## src/common/hbh_pkg.sv

```systemverilog
package hbh_pkg;
  // bus ownership states
  typedef enum logic [3:0] {
    HBH_OWN  = 4'h1,
    HBH_DRAIN = 4'h2,
    HBH_GRANT = 4'h4,
    HBH_IDLE = 4'h8
  } hbh_state_t;
  localparam int HBH_PEER_LINES = 6;
  localparam int HBH_DRAIN_CYCLES = 1;
  localparam logic HBH_GRANT_RESET_N = 1'b1;
  localparam logic HBH_ACK_RESET = 1'b1;
endpackage

```

## src/verilog/hbh_port.sv

```systemverilog
// How it works
// - once the bus is given up, address, data, select and strobe enables go low.
// - a pending host request wins over every peer processor bus request.
// - the low grant stays low, unbroken, until the host withdraws its request.
// - only the current bus master drives the grant line; others just watch it.
// - with chip select and host request both active, acknowledge is held low for waits.
`timescale 1ns/1ps
module hbh_port #(
  parameter int PEER_LINES = hbh_pkg::HBH_PEER_LINES
) (
  input wire logic ref_clk,
  input wire logic sys_rst,
  input wire logic host_bus_request_n,
  input wire logic chip_select_n,
  input wire logic is_bus_master,
  input wire logic [PEER_LINES-1:0] peer_bus_request_lines_n,
  input wire logic io_access_done,
  output logic host_bus_grant_n_o,
  output logic host_bus_grant_n_oe,
  output logic host_access_acknowledge_o,
  output logic host_access_acknowledge_oe,
  output logic ext_bus_oe,
  output logic peer_grant
);
  import hbh_pkg::*;

  localparam int SYNC_PINS = 2;
  localparam int DRAIN_W = (HBH_DRAIN_CYCLES > 1) ? $clog2(HBH_DRAIN_CYCLES) : 1;

  // elaboration checks
  if (PEER_LINES < 1 || PEER_LINES > HBH_PEER_LINES) begin : g_bad_peer
    $error("PEER_LINES must be 1 to 6");
  end
  if (HBH_DRAIN_CYCLES < 1) begin : g_bad_drain
    $error("drain needs at least one cycle");
  end

  // state decodes
  function automatic logic holds_grant(input hbh_state_t st);
    return st == HBH_GRANT;
  endfunction

  function automatic logic owns_bus(input hbh_state_t st);
    return st == HBH_OWN;
  endfunction

  logic [SYNC_PINS-1:0] async_in;
  logic [SYNC_PINS-1:0] synced;
  logic host_req;
  logic host_sel;
  hbh_state_t state_reg, state_next;
  logic [DRAIN_W-1:0] drain_cnt_reg, drain_cnt_next;
  logic drain_done;
  logic grant_n_reg, grant_n_next;
  logic grant_oe_reg, grant_oe_next;
  logic bus_oe_reg, bus_oe_next;
  logic peer_reg, peer_next;
  logic ack_oe_reg, ack_oe_next;

  // host input synchronisers
  assign async_in = {~chip_select_n, ~host_bus_request_n};

  for (genvar gi = 0; gi < SYNC_PINS; gi++) begin : g_sync
    logic meta_reg, meta_next;
    logic stable_reg, stable_next;

    always_comb begin
      meta_next = async_in[gi];
      stable_next = meta_reg;
    end

    always_ff @(posedge ref_clk) begin
      if (sys_rst) begin
        meta_reg <= 1'b0;
        stable_reg <= 1'b0;
      end else begin
        meta_reg <= meta_next;
        stable_reg <= stable_next;
      end
    end

    assign synced[gi] = stable_reg;
  end

  assign host_req = synced[0];
  assign host_sel = synced[1];

  // bus ownership state
  assign drain_done = drain_cnt_reg == DRAIN_W'(HBH_DRAIN_CYCLES - 1);

  always_comb begin
    state_next = state_reg;
    drain_cnt_next = '0;
    case (state_reg)
      HBH_OWN: begin
        if (host_req && is_bus_master) begin
          state_next = HBH_DRAIN;
        end else if (host_req) begin
          state_next = HBH_IDLE;
        end
      end
      HBH_DRAIN: begin
        if (drain_done) begin
          state_next = HBH_GRANT;
        end else begin
          drain_cnt_next = drain_cnt_reg + 1'b1;
        end
      end
      HBH_GRANT: begin
        if (!host_req) begin
          state_next = HBH_OWN;
        end
      end
      HBH_IDLE: begin
        if (!host_req) begin
          state_next = HBH_OWN;
        end
      end
      default: begin
        state_next = HBH_OWN;
      end
    endcase
  end

  always_ff @(posedge ref_clk) begin
    if (sys_rst) begin
      state_reg <= HBH_OWN;
      drain_cnt_reg <= '0;
    end else begin
      state_reg <= state_next;
      drain_cnt_reg <= drain_cnt_next;
    end
  end

  // grant line
  always_comb begin
    grant_n_next = !holds_grant(state_next);
    grant_oe_next = is_bus_master && (state_next != HBH_IDLE);
  end

  always_ff @(posedge ref_clk) begin
    if (sys_rst) begin
      grant_n_reg <= HBH_GRANT_RESET_N;
      grant_oe_reg <= 1'b0;
    end else begin
      grant_n_reg <= grant_n_next;
      grant_oe_reg <= grant_oe_next;
    end
  end

  // external bus drive
  always_comb begin
    bus_oe_next = is_bus_master && owns_bus(state_next);
  end

  always_ff @(posedge ref_clk) begin
    if (sys_rst) begin
      bus_oe_reg <= 1'b0;
    end else begin
      bus_oe_reg <= bus_oe_next;
    end
  end

  // peer arbitration
  always_comb begin
    peer_next = !host_req && !holds_grant(state_next) && !(&peer_bus_request_lines_n);
  end

  always_ff @(posedge ref_clk) begin
    if (sys_rst) begin
      peer_reg <= 1'b0;
    end else begin
      peer_reg <= peer_next;
    end
  end

  // acknowledge wait states
  always_comb begin
    ack_oe_next = host_req && host_sel && !io_access_done;
  end

  always_ff @(posedge ref_clk) begin
    if (sys_rst) begin
      ack_oe_reg <= !HBH_ACK_RESET;
    end else begin
      ack_oe_reg <= ack_oe_next;
    end
  end

  assign host_bus_grant_n_o = grant_n_reg;
  assign host_bus_grant_n_oe = grant_oe_reg;
  assign host_access_acknowledge_o = 1'b0;
  assign host_access_acknowledge_oe = ack_oe_reg;
  assign ext_bus_oe = bus_oe_reg;
  assign peer_grant = peer_reg;

  // checks
  a_bus_float: assert property (@(posedge ref_clk) disable iff (sys_rst)
    !grant_n_reg |-> !bus_oe_reg) else $error("bus driven while granted");
  a_grant_drain: assert property (@(posedge ref_clk) disable iff (sys_rst)
    (state_reg == HBH_DRAIN) |=> !grant_n_reg) else $error("grant not after drain");
  a_grant_hold: assert property (@(posedge ref_clk) disable iff (sys_rst)
    (!grant_n_reg && host_req) |=> !grant_n_reg) else $error("grant dropped early");
  a_host_wins: assert property (@(posedge ref_clk) disable iff (sys_rst)
    host_req |=> !peer_reg) else $error("peer won over host");
  a_ack_wait: assert property (@(posedge ref_clk) disable iff (sys_rst)
    (host_req && host_sel && !io_access_done) |=> ack_oe_reg) else $error("no wait");
  a_ack_free: assert property (@(posedge ref_clk) disable iff (sys_rst)
    !host_req |=> !ack_oe_reg) else $error("wait without request");
  a_grant_only: assert property (@(posedge ref_clk) disable iff (sys_rst)
    !is_bus_master |=> !grant_oe_reg) else $error("non-master drove grant");
  a_release: assert property (@(posedge ref_clk) disable iff (sys_rst)
    (!grant_n_reg && !host_req) |=> grant_n_reg ##1 1'b1) else $error("no release");
  a_sync_lag: assert property (@(posedge ref_clk) disable iff (sys_rst)
    $rose(g_sync[0].meta_reg) |=> host_req) else $error("sync lag wrong");
  a_drain_float: assert property (@(posedge ref_clk) disable iff (sys_rst)
    (state_reg == HBH_DRAIN) |-> !bus_oe_reg) else $error("bus driven in drain");
  a_peer_block: assert property (@(posedge ref_clk) disable iff (sys_rst)
    !grant_n_reg |-> !peer_reg) else $error("peer served while granted");
  a_idle_quiet: assert property (@(posedge ref_clk) disable iff (sys_rst)
    (state_reg == HBH_IDLE) |-> !grant_oe_reg && !bus_oe_reg) else $error("idle drove");

  c_grant: cover property (@(posedge ref_clk) disable iff (sys_rst) $fell(grant_n_reg));
  c_wait: cover property (@(posedge ref_clk) disable iff (sys_rst) $rose(ack_oe_reg));
  c_resume: cover property (@(posedge ref_clk) disable iff (sys_rst) $rose(bus_oe_reg));
  c_idle: cover property (@(posedge ref_clk) disable iff (sys_rst) state_reg == HBH_IDLE);
  c_done: cover property (@(posedge ref_clk) disable iff (sys_rst) $fell(ack_oe_reg));
endmodule

```

## config.mk

```make
export PLATFORM = sky130hd
export DESIGN_NAME = hbh_port
export DESIGN_NICKNAME = d
export VERILOG_FILES = /design/src/common/hbh_pkg.sv /design/src/verilog/hbh_port.sv
export SDC_FILE = /design/constraint.sdc
export NUM_CORES = 1
export LEC_CHECK = 0
export ABC_CLOCK_PERIOD_IN_PS = 1150
export BUFFER_PORTS_ARGS = -buffer_cell sky130_fd_sc_hd__buf_4
export CORE_MARGIN = 3
export CORE_UTILIZATION = 40
export CTS_CLUSTER_DIAMETER = 150
export DETAILED_ROUTE_END_ITERATION = 7
export GPL_TIMING_DRIVEN = 1
export HOLD_SLACK_MARGIN = 0.1
export PLACE_DENSITY = 0.71
export SYNTH_ARGS = -nofsm -noshare
export SYNTH_HDL_FRONTEND = slang
export SYNTH_SLANG_ARGS = --single-unit
```

## constraint.sdc

```tcl
create_clock -name ref_clk -period 1.15 [get_ports ref_clk]
set_input_delay 0.0575 -clock ref_clk [delete_from_list [all_inputs] [get_ports ref_clk]]
set_output_delay 0.0575 -clock ref_clk [all_outputs]
set_load 0.05 [all_outputs]
```

==> impl_metrics.env, run 1 <==
export IMPL_maximum_number_of_pins_on_one_net_before_global_route_repair=13
export IMPL_viasPerCell=4.71
export IMPL_multi_input_comb_area_um2=259
export IMPL_fp_dieW_um=42.0
export IMPL_layout_cells_most_common_list="sky130_fd_sc_hd__buf_4 (20), sky130_fd_sc_hd__dfxtp_1 (10), sky130_fd_sc_hd__nor2_1 (8), sky130_fd_sc_hd__dlygate4sd3_1 (8), sky130_fd_sc_hd__dfxtp_2 (4)"
export IMPL_drt_initial_drc_count=4
export IMPL_holdWs_ns=0.0879
export IMPL_crit_arrival_ns=1.40
export IMPL_root_buffer="sky130_fd_sc_hd__clkbuf_4"
export IMPL_post_drt_wl_per_cell_um=14.2
export IMPL_grt_antenna_before_repair=0
export IMPL_status="finished, violations left"
export IMPL_min_period_ns=1.17
export IMPL_post_route_drc_count=0
export IMPL_port_buffer_count=16
export IMPL_floorplan_rows=12
export IMPL_routability_congestion=0.740
export IMPL_area_delta_synth_final_pct=62.7
export IMPL_criticalPathCategory="flop to flop"
export IMPL_leakagePower_uw=0.000397
export IMPL_post_route_cell_area_um2=845
export IMPL_largest_register_ff_count=4
export IMPL_starting_density_of_the_core=0.449
export IMPL_tritoncts_clock_tree="built"
export IMPL_finalMaxSlewViolations=0
export IMPL_min_path_type="input port to flop"
export IMPL_drt_pass1_iterations=4
export IMPL_place_worst_setup_slack_ns=-0.0533
export IMPL_cts_buffers_inserted=3
export IMPL_power_density_nw_per_um2=1180
export IMPL_mostFrequentLayoutCell="sky130_fd_sc_hd__buf_4"
export IMPL_total_gr_overflow=0
export IMPL_grt_setup_unrepaired="yes"
export IMPL_cts_reportedPaths_clkPinSlew_ns=0.08
export IMPL_postSynthRegisterBits=14
export IMPL_routed_wl_um=1390
export IMPL_place_detailed_hpwl_um=796
export IMPL_cts_sinks=14
export IMPL_yosys_warnings=0
export IMPL_antenna_left=0
export IMPL_post_synth_cell_area_avg_um2=9.99
export IMPL_final_seq_area_um2=285
export IMPL_peakVddDrop_uv=701
export IMPL_floorplan_die_height_um=42.0
export IMPL_global_route_wire_length_before_repair_um=1970
export IMPL_finalClockSkew_ns=0.00162
export IMPL_grt_pass1_vias=436
export IMPL_die_area_um2=1770
export IMPL_required_ns=1.38
export IMPL_post_cts_setup_buffer_count=0
export IMPL_synth_distinct_cells=27
export IMPL_crit_path_start_kind="flop"
export IMPL_timing_max_cap_violations=0
export IMPL_layout_drive_gt1_share=0.452
export IMPL_n_fill_cell=84
export IMPL_final_instance_count_excl_fill=98
export IMPL_placed_cells=85
export IMPL_antenna_diode_instance_count=0
export IMPL_failing_checks="setup timing"
export IMPL_post_route_worst_setup_slack_ns=-0.0168
export IMPL_clk_latency_ns=0.28
export IMPL_num_vias=462
export IMPL_grt_total_usage=0.157
export IMPL_hold_viol_final=0
export IMPL_top_level_ports=18
export IMPL_report_final_setup_viol=2
export IMPL_post_synth_inst_count=52
export IMPL_cts_max_path_buffers=2
export IMPL_floorplan_core_area_um2=1160
export IMPL_final_nets=97
export IMPL_yosysSeqAreaShare=0.540
export IMPL_h_tree_depth=1
export IMPL_postPlaceCellArea_um2=679
export IMPL_endpoint_kind="flop"
export IMPL_max_freq_mhz=857
export IMPL_post_synthesis_cell_area_um2=519
export IMPL_final_period_utilization=1.01
export IMPL_cp_max_fo=5
==> layout make-up <==
class / instances / share of cell area
Tap cell: 14 / 0.0207
Multi-Input combinational cell: 36 / 0.307
Clock buffer: 4 / 0.0430
Inverter: 1 / 0.00444
Timing Repair Buffer: 29 / 0.287
Sequential cell: 14 / 0.338
==> worst paths after layout <==
| kind | start | to | slack (ns) | depth (start not counted) |
|---|---|---|---|---|
| worst min register to register | g_sync[1].stable_reg | host_access_acknowledge_oe | 0.44 | 2 |
| worst min-delay path | peer_bus_request_lines_n[1] | peer_grant | 0.09 | 4 |
| worst max-delay path | state_reg[1] | state_reg[1] | -0.02 | 3 |
| worst max register to register | state_reg[1] | state_reg[1] | -0.02 | 3 |
==> critical path, stage by stage (launching register included) <==
cell and delay (ns):
sky130_fd_sc_hd__dfxtp_1 0.35, sky130_fd_sc_hd__or3b_4 0.45, sky130_fd_sc_hd__nor3_2 0.19, sky130_fd_sc_hd__o21ba_1 0.13
==> through the flow <==
step,TNS (ns),util,total power (uW)
2_1_floorplan,0,-,583
3_3_place_gp,-0.0296,0.588,627
6_report,-0.0306,0.731,999
3_5_place_dp,-0.120,0.588,630
4_1_cts,-0.0673,0.702,994
5_1_grt,-0.272,0.731,1040
==> Yosys cell counts <==
cell                         n  area (um2)
sky130_fd_sc_hd__dfxtp_1    14         280
sky130_fd_sc_hd__nor2_1      8        30.0
sky130_fd_sc_hd__nand2b_1    3        18.8
sky130_fd_sc_hd__nand2_1     2        7.51
sky130_fd_sc_hd__nor2b_1     2        12.5
sky130_fd_sc_hd__nor3_1      2        10.0
sky130_fd_sc_hd__a2111oi_0   1        8.76
sky130_fd_sc_hd__and2_1      1        6.26
sky130_fd_sc_hd__and3b_2     1        10.0
sky130_fd_sc_hd__buf_4       1        7.51
sky130_fd_sc_hd__clkbuf_1    1        3.75
sky130_fd_sc_hd__conb_1      1        3.75
sky130_fd_sc_hd__inv_1       1        3.75
sky130_fd_sc_hd__nand4_1     1        6.26
sky130_fd_sc_hd__nor3_2      1        10.0
sky130_fd_sc_hd__nor3b_1     1        7.51
sky130_fd_sc_hd__nor4_1      1        6.26
sky130_fd_sc_hd__nor4b_1     1        8.76
sky130_fd_sc_hd__o21a_1      1        7.51
sky130_fd_sc_hd__o21ai_0     1        5.00
sky130_fd_sc_hd__o21ba_1     1        10.0
sky130_fd_sc_hd__o21bai_1    1        7.51
sky130_fd_sc_hd__o22ai_2     1        12.5
sky130_fd_sc_hd__or2_2       1        6.26
sky130_fd_sc_hd__or3b_2      1        8.76
sky130_fd_sc_hd__or3b_4      1        11.3
sky130_fd_sc_hd__xnor2_1     1        8.76
==> kinds of logic after synthesis <==
kind of cell / share of synthesized area
and+or+nand+nor: 0.308
DFF: 0.540
AOI/OAI and AO/OA: 0.0988
buffers and inverters: 0.0289
xor gates and xnor gates: 0.0169
other: 0.00722
==> layer usage <==
metal  share of wire  up-vias  GRT usage
met1            0.38      208      0.162
met4          0.0072        0     0.0373
met5               0        -          0
met3           0.052        3     0.0773
met2            0.56       13      0.281
li1                -      238          -
==> report_power, final <==
| group | total [uW] | switching [uW] | internal [uW] |
|---|---|---|---|
| clock | 347 | 154 | 193 |
| combinational | 141 | 67.8 | 73.5 |
| sequential | 511 | 8.79 | 502 |
| total | 999 | 230 | 768 |
==> repair_timing <==
action,4_1_cts,5_1_grt
setup endpoints to repair,4,6
endpoints found under the hold margin,12,7
pin swaps,1,1
hold buffers,8,2
gates resized for setup,5,6
Note: power is estimated with default switching activity, not from simulation.
==> run 2, diff against run 1 <==
- PLACE_DENSITY: 0.71 -> 0.66
==> run 2 against run 1 <==
Against the previous run:
- the flow still finishes with violations (setup timing)
- via count is 1.3% lower
- count of clock-buffer cells in the layout is 1 lower
- non-clock buffer count is 2 lower
- sequential power hardly changed
- die area stayed put
- largest power group unchanged
- global-route usage is 1.6 points lower
- routed wire length is 11% lower
==> impl_metrics.env, run 2 (synthesized netlist as in run 1, its figures left out) <==
export IMPL_status="finished, violations left"
export IMPL_failing_checks="setup timing"
export IMPL_post_cts_setup_buffer_count=0
export IMPL_grt_pass1_vias=439
export IMPL_endpoint_kind="flop"
export IMPL_finalMaxSlewViolations=0
export IMPL_die_area_um2=1770
export IMPL_hold_viol_final=0
export IMPL_floorplan_rows=12
export IMPL_max_freq_mhz=862
export IMPL_mostFrequentLayoutCell="sky130_fd_sc_hd__buf_4"
export IMPL_min_path_type="input port to flop"
export IMPL_routed_wl_um=1230
export IMPL_hp_start="sys_rst"
export IMPL_critical_path_top_delay_family="simple AND/OR/NAND/NOR gates"
export IMPL_required_ns=1.31
export IMPL_slowest_cell_on_the_critical_path="sky130_fd_sc_hd__dfxtp_1"
export IMPL_floorplan_core_area_um2=1160
export IMPL_min_period_ns=1.16
export IMPL_antenna_diode_instance_count=0
export IMPL_post_route_worst_setup_slack_ns=-0.0106
export IMPL_power_density_nw_per_um2=1130
export IMPL_route_met2_wl_um=586
export IMPL_leakagePower_uw=0.000375
export IMPL_timing_reg2reg_worst_path_depth=4
export IMPL_crit_arrival_ns=1.33
export IMPL_root_buffer="sky130_fd_sc_hd__clkbuf_4"
export IMPL_place_worst_setup_slack_ns=-0.0332
export IMPL_m1WireLength_um=571
export IMPL_n_fill_cell=101
export IMPL_post_drt_wl_per_cell_um=13.0
export IMPL_final_power_uw=920
export IMPL_final_seq_area_um2=284
export IMPL_peakVddDrop_uv=862
export IMPL_timing_max_cap_violations=0
export IMPL_multi_input_comb_area_um2=272
export IMPL_total_met3_wirelength_after_detailed_routing_um=44
export IMPL_maximum_number_of_pins_on_one_net_before_global_route_repair=13
export IMPL_grt_total_usage=0.141
export IMPL_grt_antenna_before_repair=0
export IMPL_grt_setup_unrepaired="yes"
export IMPL_timing_rr_start="state_reg[0]"
export IMPL_fp_dieW_um=42.0
export IMPL_final_core_utilization=0.707
export IMPL_num_vias=456
export IMPL_tritoncts_clock_tree="built"
export IMPL_report_final_setup_viol=2
export IMPL_min_path_cells=2
export IMPL_criticalPathCategory="flop to flop"
export IMPL_starting_density_of_the_core=0.449
export IMPL_final_period_utilization=1.01
export IMPL_floorplan_die_height_um=42.0
export IMPL_holdWs_ns=0.0288
export IMPL_global_route_wire_length_before_repair_um=1920
export IMPL_holdPathEnd="g_sync[1].meta_reg"
export IMPL_top_level_ports=18
export IMPL_port_buffer_count=16
export IMPL_antenna_left=0
export IMPL_crit_chain="buf_4, nor2_1, o21ai_1, or2_2"
export IMPL_cp_max_fo=4
export IMPL_clk_latency_ns=0.27
export IMPL_cts_sinks=14
export IMPL_crit_path_start_kind="flop"
export IMPL_cts_hold_fix_buffers=7
export IMPL_h_tree_depth=1
export IMPL_viasPerCell=4.80
export IMPL_regToRegSetupSlack_ns=-0.01
export IMPL_cts_buffers_inserted=3
export IMPL_drt_pass1_iterations=2
export IMPL_cts_max_path_buffers=2
export IMPL_routability_congestion=0.771
export IMPL_drt_initial_drc_count=8
export IMPL_total_gr_overflow=0
export IMPL_post_route_drc_count=0
export IMPL_count_of_buffer_and_inverter_cells_on_the_critical_path=1
export IMPL_finalClockSkew_ns=0.00353
export IMPL_placed_cells=86
export IMPL_final_instance_count_excl_fill=95
export IMPL_cts_reportedPaths_clkPinSlew_ns=0.08
export IMPL_layout_cells_most_common_list="sky130_fd_sc_hd__buf_4 (21), sky130_fd_sc_hd__dfxtp_1 (11), sky130_fd_sc_hd__nor2_1 (8)"
export IMPL_r2r_end="host_bus_grant_n_o"
export IMPL_dr_max_layer_used="met4"
export IMPL_area_delta_synth_final_pct=57.3
export IMPL_layout_drive_gt1_share=0.469
export IMPL_cp_slowest_stage_delay_ns=0.33
export IMPL_final_nets=95
export IMPL_largest_register_ff_count=4
## run 2: what timing repair did
action                     in CTS  in global routing
resized for setup               3                 10
pin swaps                       1                  1
hold endpoints to repair       12                  6
setup endpoints to repair       4                  7
## run 2: layout make-up
class                           count  share of cell area
Inverter                            1             0.00459
Timing Repair Buffer               27               0.266
Clock buffer                        3              0.0276
Sequential cell                    14               0.348
Multi-Input combinational cell     36               0.332
Tap cell                           14              0.0214
## run 2: metrics by stage
step	cell area (um2)	TNS (ns)
after floorplan	523	0
after global placement	687	0
after detailed placement	687	-0.0332
after CTS	787	0
after global routing	817	-0.178
final	817	-0.0190
## run 2: how the worst max path moves through the flow
stage | from | endpoint | cells past startpoint
floorplan | state_reg[2] | ext_bus_oe | 3
global placement | state_reg[2] | ext_bus_oe | 3
detailed placement | state_reg[0] | peer_grant | 3
CTS | state_reg[2] | state_reg[0] | 3
global route | state_reg[1] | state_reg[0] | 3
finish | state_reg[0] | host_bus_grant_n_o | 4
## run 2: metal layers
layer / GRT usage / vias to the layer above
met1: 0.185 / 206
met5: 0 / -
met4: 0.0745 / 0
met2: 0.210 / 11
met3: 0.0386 / 4
li1: - / 235
## run 2: power breakdown
| group | switching, uW | internal (uW) | leakage [uW] |
|---|---|---|---|
| logic | 66.8 | 69.1 | 0.000245 |
| registers | 7.60 | 502 | 0.000117 |
| clock network | 153 | 121 | 0.0000138 |
| total | 228 | 692 | 0.000375 |
==> run 3, diff against run 2 <==
- ABC_AREA: not set -> 1
- CORE_AREA: not set -> 3 3 40 42
- CORE_MARGIN: 3 -> not set
- CORE_UTILIZATION: 40 -> not set
- DIE_AREA: not set -> 0 0 43 45
- PLACE_DENSITY: 0.66 -> 0.65
==> run 3 against run 2 <==
Against the previous run:
- the flow now finishes without violations
- worst setup slack gained 0.036 ns
- utilization shrank 11 points
- clock skew grew 0.0014 ns
- global-route usage shrank 0.92 points
- flip-flop and latch count is the same
- routed wire length shrank 16%
- critical endpoint is now g_sync[1].meta_reg
- largest cell class unchanged
- highest routed layer unchanged
==> impl_metrics.env, run 3 <==
export IMPL_status="completed"
export IMPL_fp_dieW_um=43
export IMPL_routed_wl_um=1040
export IMPL_port_buffer_count=16
export IMPL_synth_async_sr_flop_share=0
export IMPL_cts_buffers_inserted=3
export IMPL_yosysSeqAreaShare=0.528
export IMPL_cp_slowest_stage_delay_ns=0.54
export IMPL_tritoncts_clock_tree="built"
export IMPL_synth_edf_count=0
export IMPL_cts_resized=0
export IMPL_post_cts_setup_buffer_count=0
export IMPL_synth_commonest_cells="sky130_fd_sc_hd__dfxtp_1 (14), sky130_fd_sc_hd__nand2_1 (12), sky130_fd_sc_hd__inv_1 (9), sky130_fd_sc_hd__nor2_1 (8), sky130_fd_sc_hd__nand4_1 (4)"
export IMPL_synth_distinct_cells=18
export IMPL_yosysTopAreaCell="sky130_fd_sc_hd__dfxtp_1"
export IMPL_worst_path_most_repeated_cell="sky130_fd_sc_hd__dlygate4sd3_1"
export IMPL_cts_max_path_buffers=2
export IMPL_grt_pass1_vias=464
export IMPL_post_synth_inst_count=65
export IMPL_starting_density_of_the_core=0.413
export IMPL_die_area_um2=1940
export IMPL_count_of_buffer_and_inverter_cells_on_the_critical_path=3
export IMPL_post_route_worst_setup_slack_ns=0.0256
export IMPL_grt_total_usage=0.132
export IMPL_crit_chain="dlygate4sd3_1, buf_4, nor2_1, dlygate4sd3_1"
export IMPL_cp_max_fo=1
export IMPL_antenna_left=0
export IMPL_clk_latency_ns=0.28
export IMPL_floorplan_rows=13
export IMPL_synth_largest_type_area_fraction=0.528
export IMPL_cts_sinks=14
export IMPL_h_tree_depth=1
export IMPL_final_power_uw=1040
export IMPL_maximum_number_of_pins_on_one_net_before_global_route_repair=9
export IMPL_holdWs_ns=0.120
export IMPL_num_vias=478
export IMPL_drt_pass1_iterations=5
export IMPL_min_path_type="input port to flop"
export IMPL_peakVddDrop_uv=709
export IMPL_floorplan_die_height_um=45
export IMPL_place_worst_setup_slack_ns=0.181
export IMPL_slowest_cell_on_the_critical_path="sky130_fd_sc_hd__dlygate4sd3_1"
export IMPL_largest_register_ff_count=4
export IMPL_timing_max_cap_violations=0
export IMPL_min_period_ns=1.12
export IMPL_viasPerCell=4.47
export IMPL_criticalPathCategory="input port to flop"
export IMPL_n_fill_cell=123
export IMPL_critical_path_top_delay_family="buffers and inverters"
export IMPL_setup_tns_final_ns=0
export IMPL_top_level_ports=18
export IMPL_crit_arrival_ns=1.35
export IMPL_hold_viol_final=0
export IMPL_final_nets=105
export IMPL_grt_antenna_before_repair=0
export IMPL_required_ns=1.38
export IMPL_mostFrequentLayoutCell="sky130_fd_sc_hd__buf_4"
export IMPL_floorplan_core_area_um2=1280
export IMPL_synth_top_cells_by_area="sky130_fd_sc_hd__dfxtp_1 (53%), sky130_fd_sc_hd__nand2_1 (8.5%), sky130_fd_sc_hd__inv_1 (6.4%), sky130_fd_sc_hd__nor2_1 (5.7%), sky130_fd_sc_hd__nand4_1 (4.7%)"
export IMPL_antenna_diode_instance_count=0
export IMPL_most_common_flop_cell_mapped_by_yosys="sky130_fd_sc_hd__dfxtp_1"
export IMPL_place_detailed_hpwl_um=741
export IMPL_grt_setup_unrepaired="no"
export IMPL_post_synthesis_cell_area_um2=531
export IMPL_routability_congestion=0.774
export IMPL_report_final_setup_viol=0
export IMPL_post_route_drc_count=0
export IMPL_max_freq_mhz=889
export IMPL_final_period_utilization=0.978
export IMPL_synth_most_common_cell="sky130_fd_sc_hd__dfxtp_1"
export IMPL_total_gr_overflow=0
export IMPL_finalMaxSlewViolations=0
export IMPL_cts_reportedPaths_clkPinSlew_ns=0.08
export IMPL_crit_path_start_kind="input port"
export IMPL_leakagePower_uw=0.000371
export IMPL_finalClockSkew_ns=0.00488
export IMPL_post_route_cell_area_um2=771
export IMPL_postPlaceCellArea_um2=654
export IMPL_post_drt_wl_per_cell_um=9.74
export IMPL_endpoint_kind="flop"
export IMPL_yosys_warnings=0
export IMPL_postSynthRegisterBits=14
export IMPL_layout_cells_most_common_list="sky130_fd_sc_hd__buf_4 (16), sky130_fd_sc_hd__dfxtp_1 (14), sky130_fd_sc_hd__nand2_1 (12)"
export IMPL_root_buffer="sky130_fd_sc_hd__clkbuf_4"
export IMPL_area_delta_synth_final_pct=45.3
export IMPL_layout_drive_gt1_share=0.304
export IMPL_drt_initial_drc_count=7
export IMPL_power_density_nw_per_um2=1350
export IMPL_global_route_wire_length_before_repair_um=1840
export IMPL_post_synth_cell_area_avg_um2=8.16
run 3: cell types whose count changed in the layout (fill, tap and decap cells not counted), moves of 3 or more:
cell | previous run | this run
sky130_fd_sc_hd__nand2_1 | 2 | 12
sky130_fd_sc_hd__inv_1 | 1 | 9
sky130_fd_sc_hd__buf_4 | 21 | 16
sky130_fd_sc_hd__dfxtp_1 | 11 | 14
sky130_fd_sc_hd__dfxtp_2 | 3 | 0
sky130_fd_sc_hd__nand3_1 | 0 | 3
sky130_fd_sc_hd__nand4_1 | 1 | 4
run 3: final timing paths:
| check | depth (start not counted) | end | slack, ns | from |
|---|---|---|---|---|
| max reg2reg | 6 | host_bus_grant_n_oe | 0.16 | state_reg[3] |
| min | 4 | peer_grant | 0.12 | peer_bus_request_lines_n[5] |
| min reg2reg | 2 | g_sync[1].stable_reg | 0.40 | g_sync[1].meta_reg |
| max | 4 | g_sync[1].meta_reg | 0.03 | chip_select_n |
run 3: cells by family after synthesis:
kind of cell	share of synthesized area
buffers and inverters	0.106
other	0.00707
AND/OR/NAND/NOR	0.281
flip-flops	0.528
AO/OA/AOI/OAI	0.0778
run 3: cell type report:
cell class	count	area, um2	area share
Sequential cell	14	280	0.364
Inverter	10	37.5	0.0487
Clock buffer	4	36.3	0.0471
Multi-Input combinational cell	40	198	0.256
Timing Repair Buffer	24	200	0.260
Tap cell	15	18.8	0.0244
run 3: worst register-to-register path, stage by stage (launching register included):
cell	delay, ns
sky130_fd_sc_hd__dfxtp_1	0.36
sky130_fd_sc_hd__nor2_2	0.17
sky130_fd_sc_hd__nand2_1	0.10
sky130_fd_sc_hd__inv_1	0.07
sky130_fd_sc_hd__nand2_1	0.08
sky130_fd_sc_hd__nand2_1	0.07
sky130_fd_sc_hd__nor2_1	0.04
run 3: power by group:
group | internal, uW | switching [uW] | leakage, uW
Clock | 193 | 159 | 0.0000210
Sequential | 507 | 13.3 | 0.000115
Combinational | 73.6 | 91.9 | 0.000235
Total | 774 | 264 | 0.000371
run 3: what timing repair did:
item | 4_1_cts | 5_1_grt
hold buffers | 8 | 1
endpoints found under the hold margin | 9 | 1
endpoints found under the setup margin | 0 | 1
run 3: per-stage QoR:
step           cells   util
4_1_cts          107  0.600
6_report         107  0.600
3_3_place_gp      95  0.509
2_1_floorplan     66      -
5_1_grt          107  0.600
3_5_place_dp      95  0.509
run 3: per-layer routing:
metal,vias to the layer above,global-route usage,share of wire
met4,0,0.0542,0.015
li1,255,-,-
met5,-,0,0
met3,5,0.0757,0.10
met1,197,0.133,0.42
met2,21,0.225,0.46
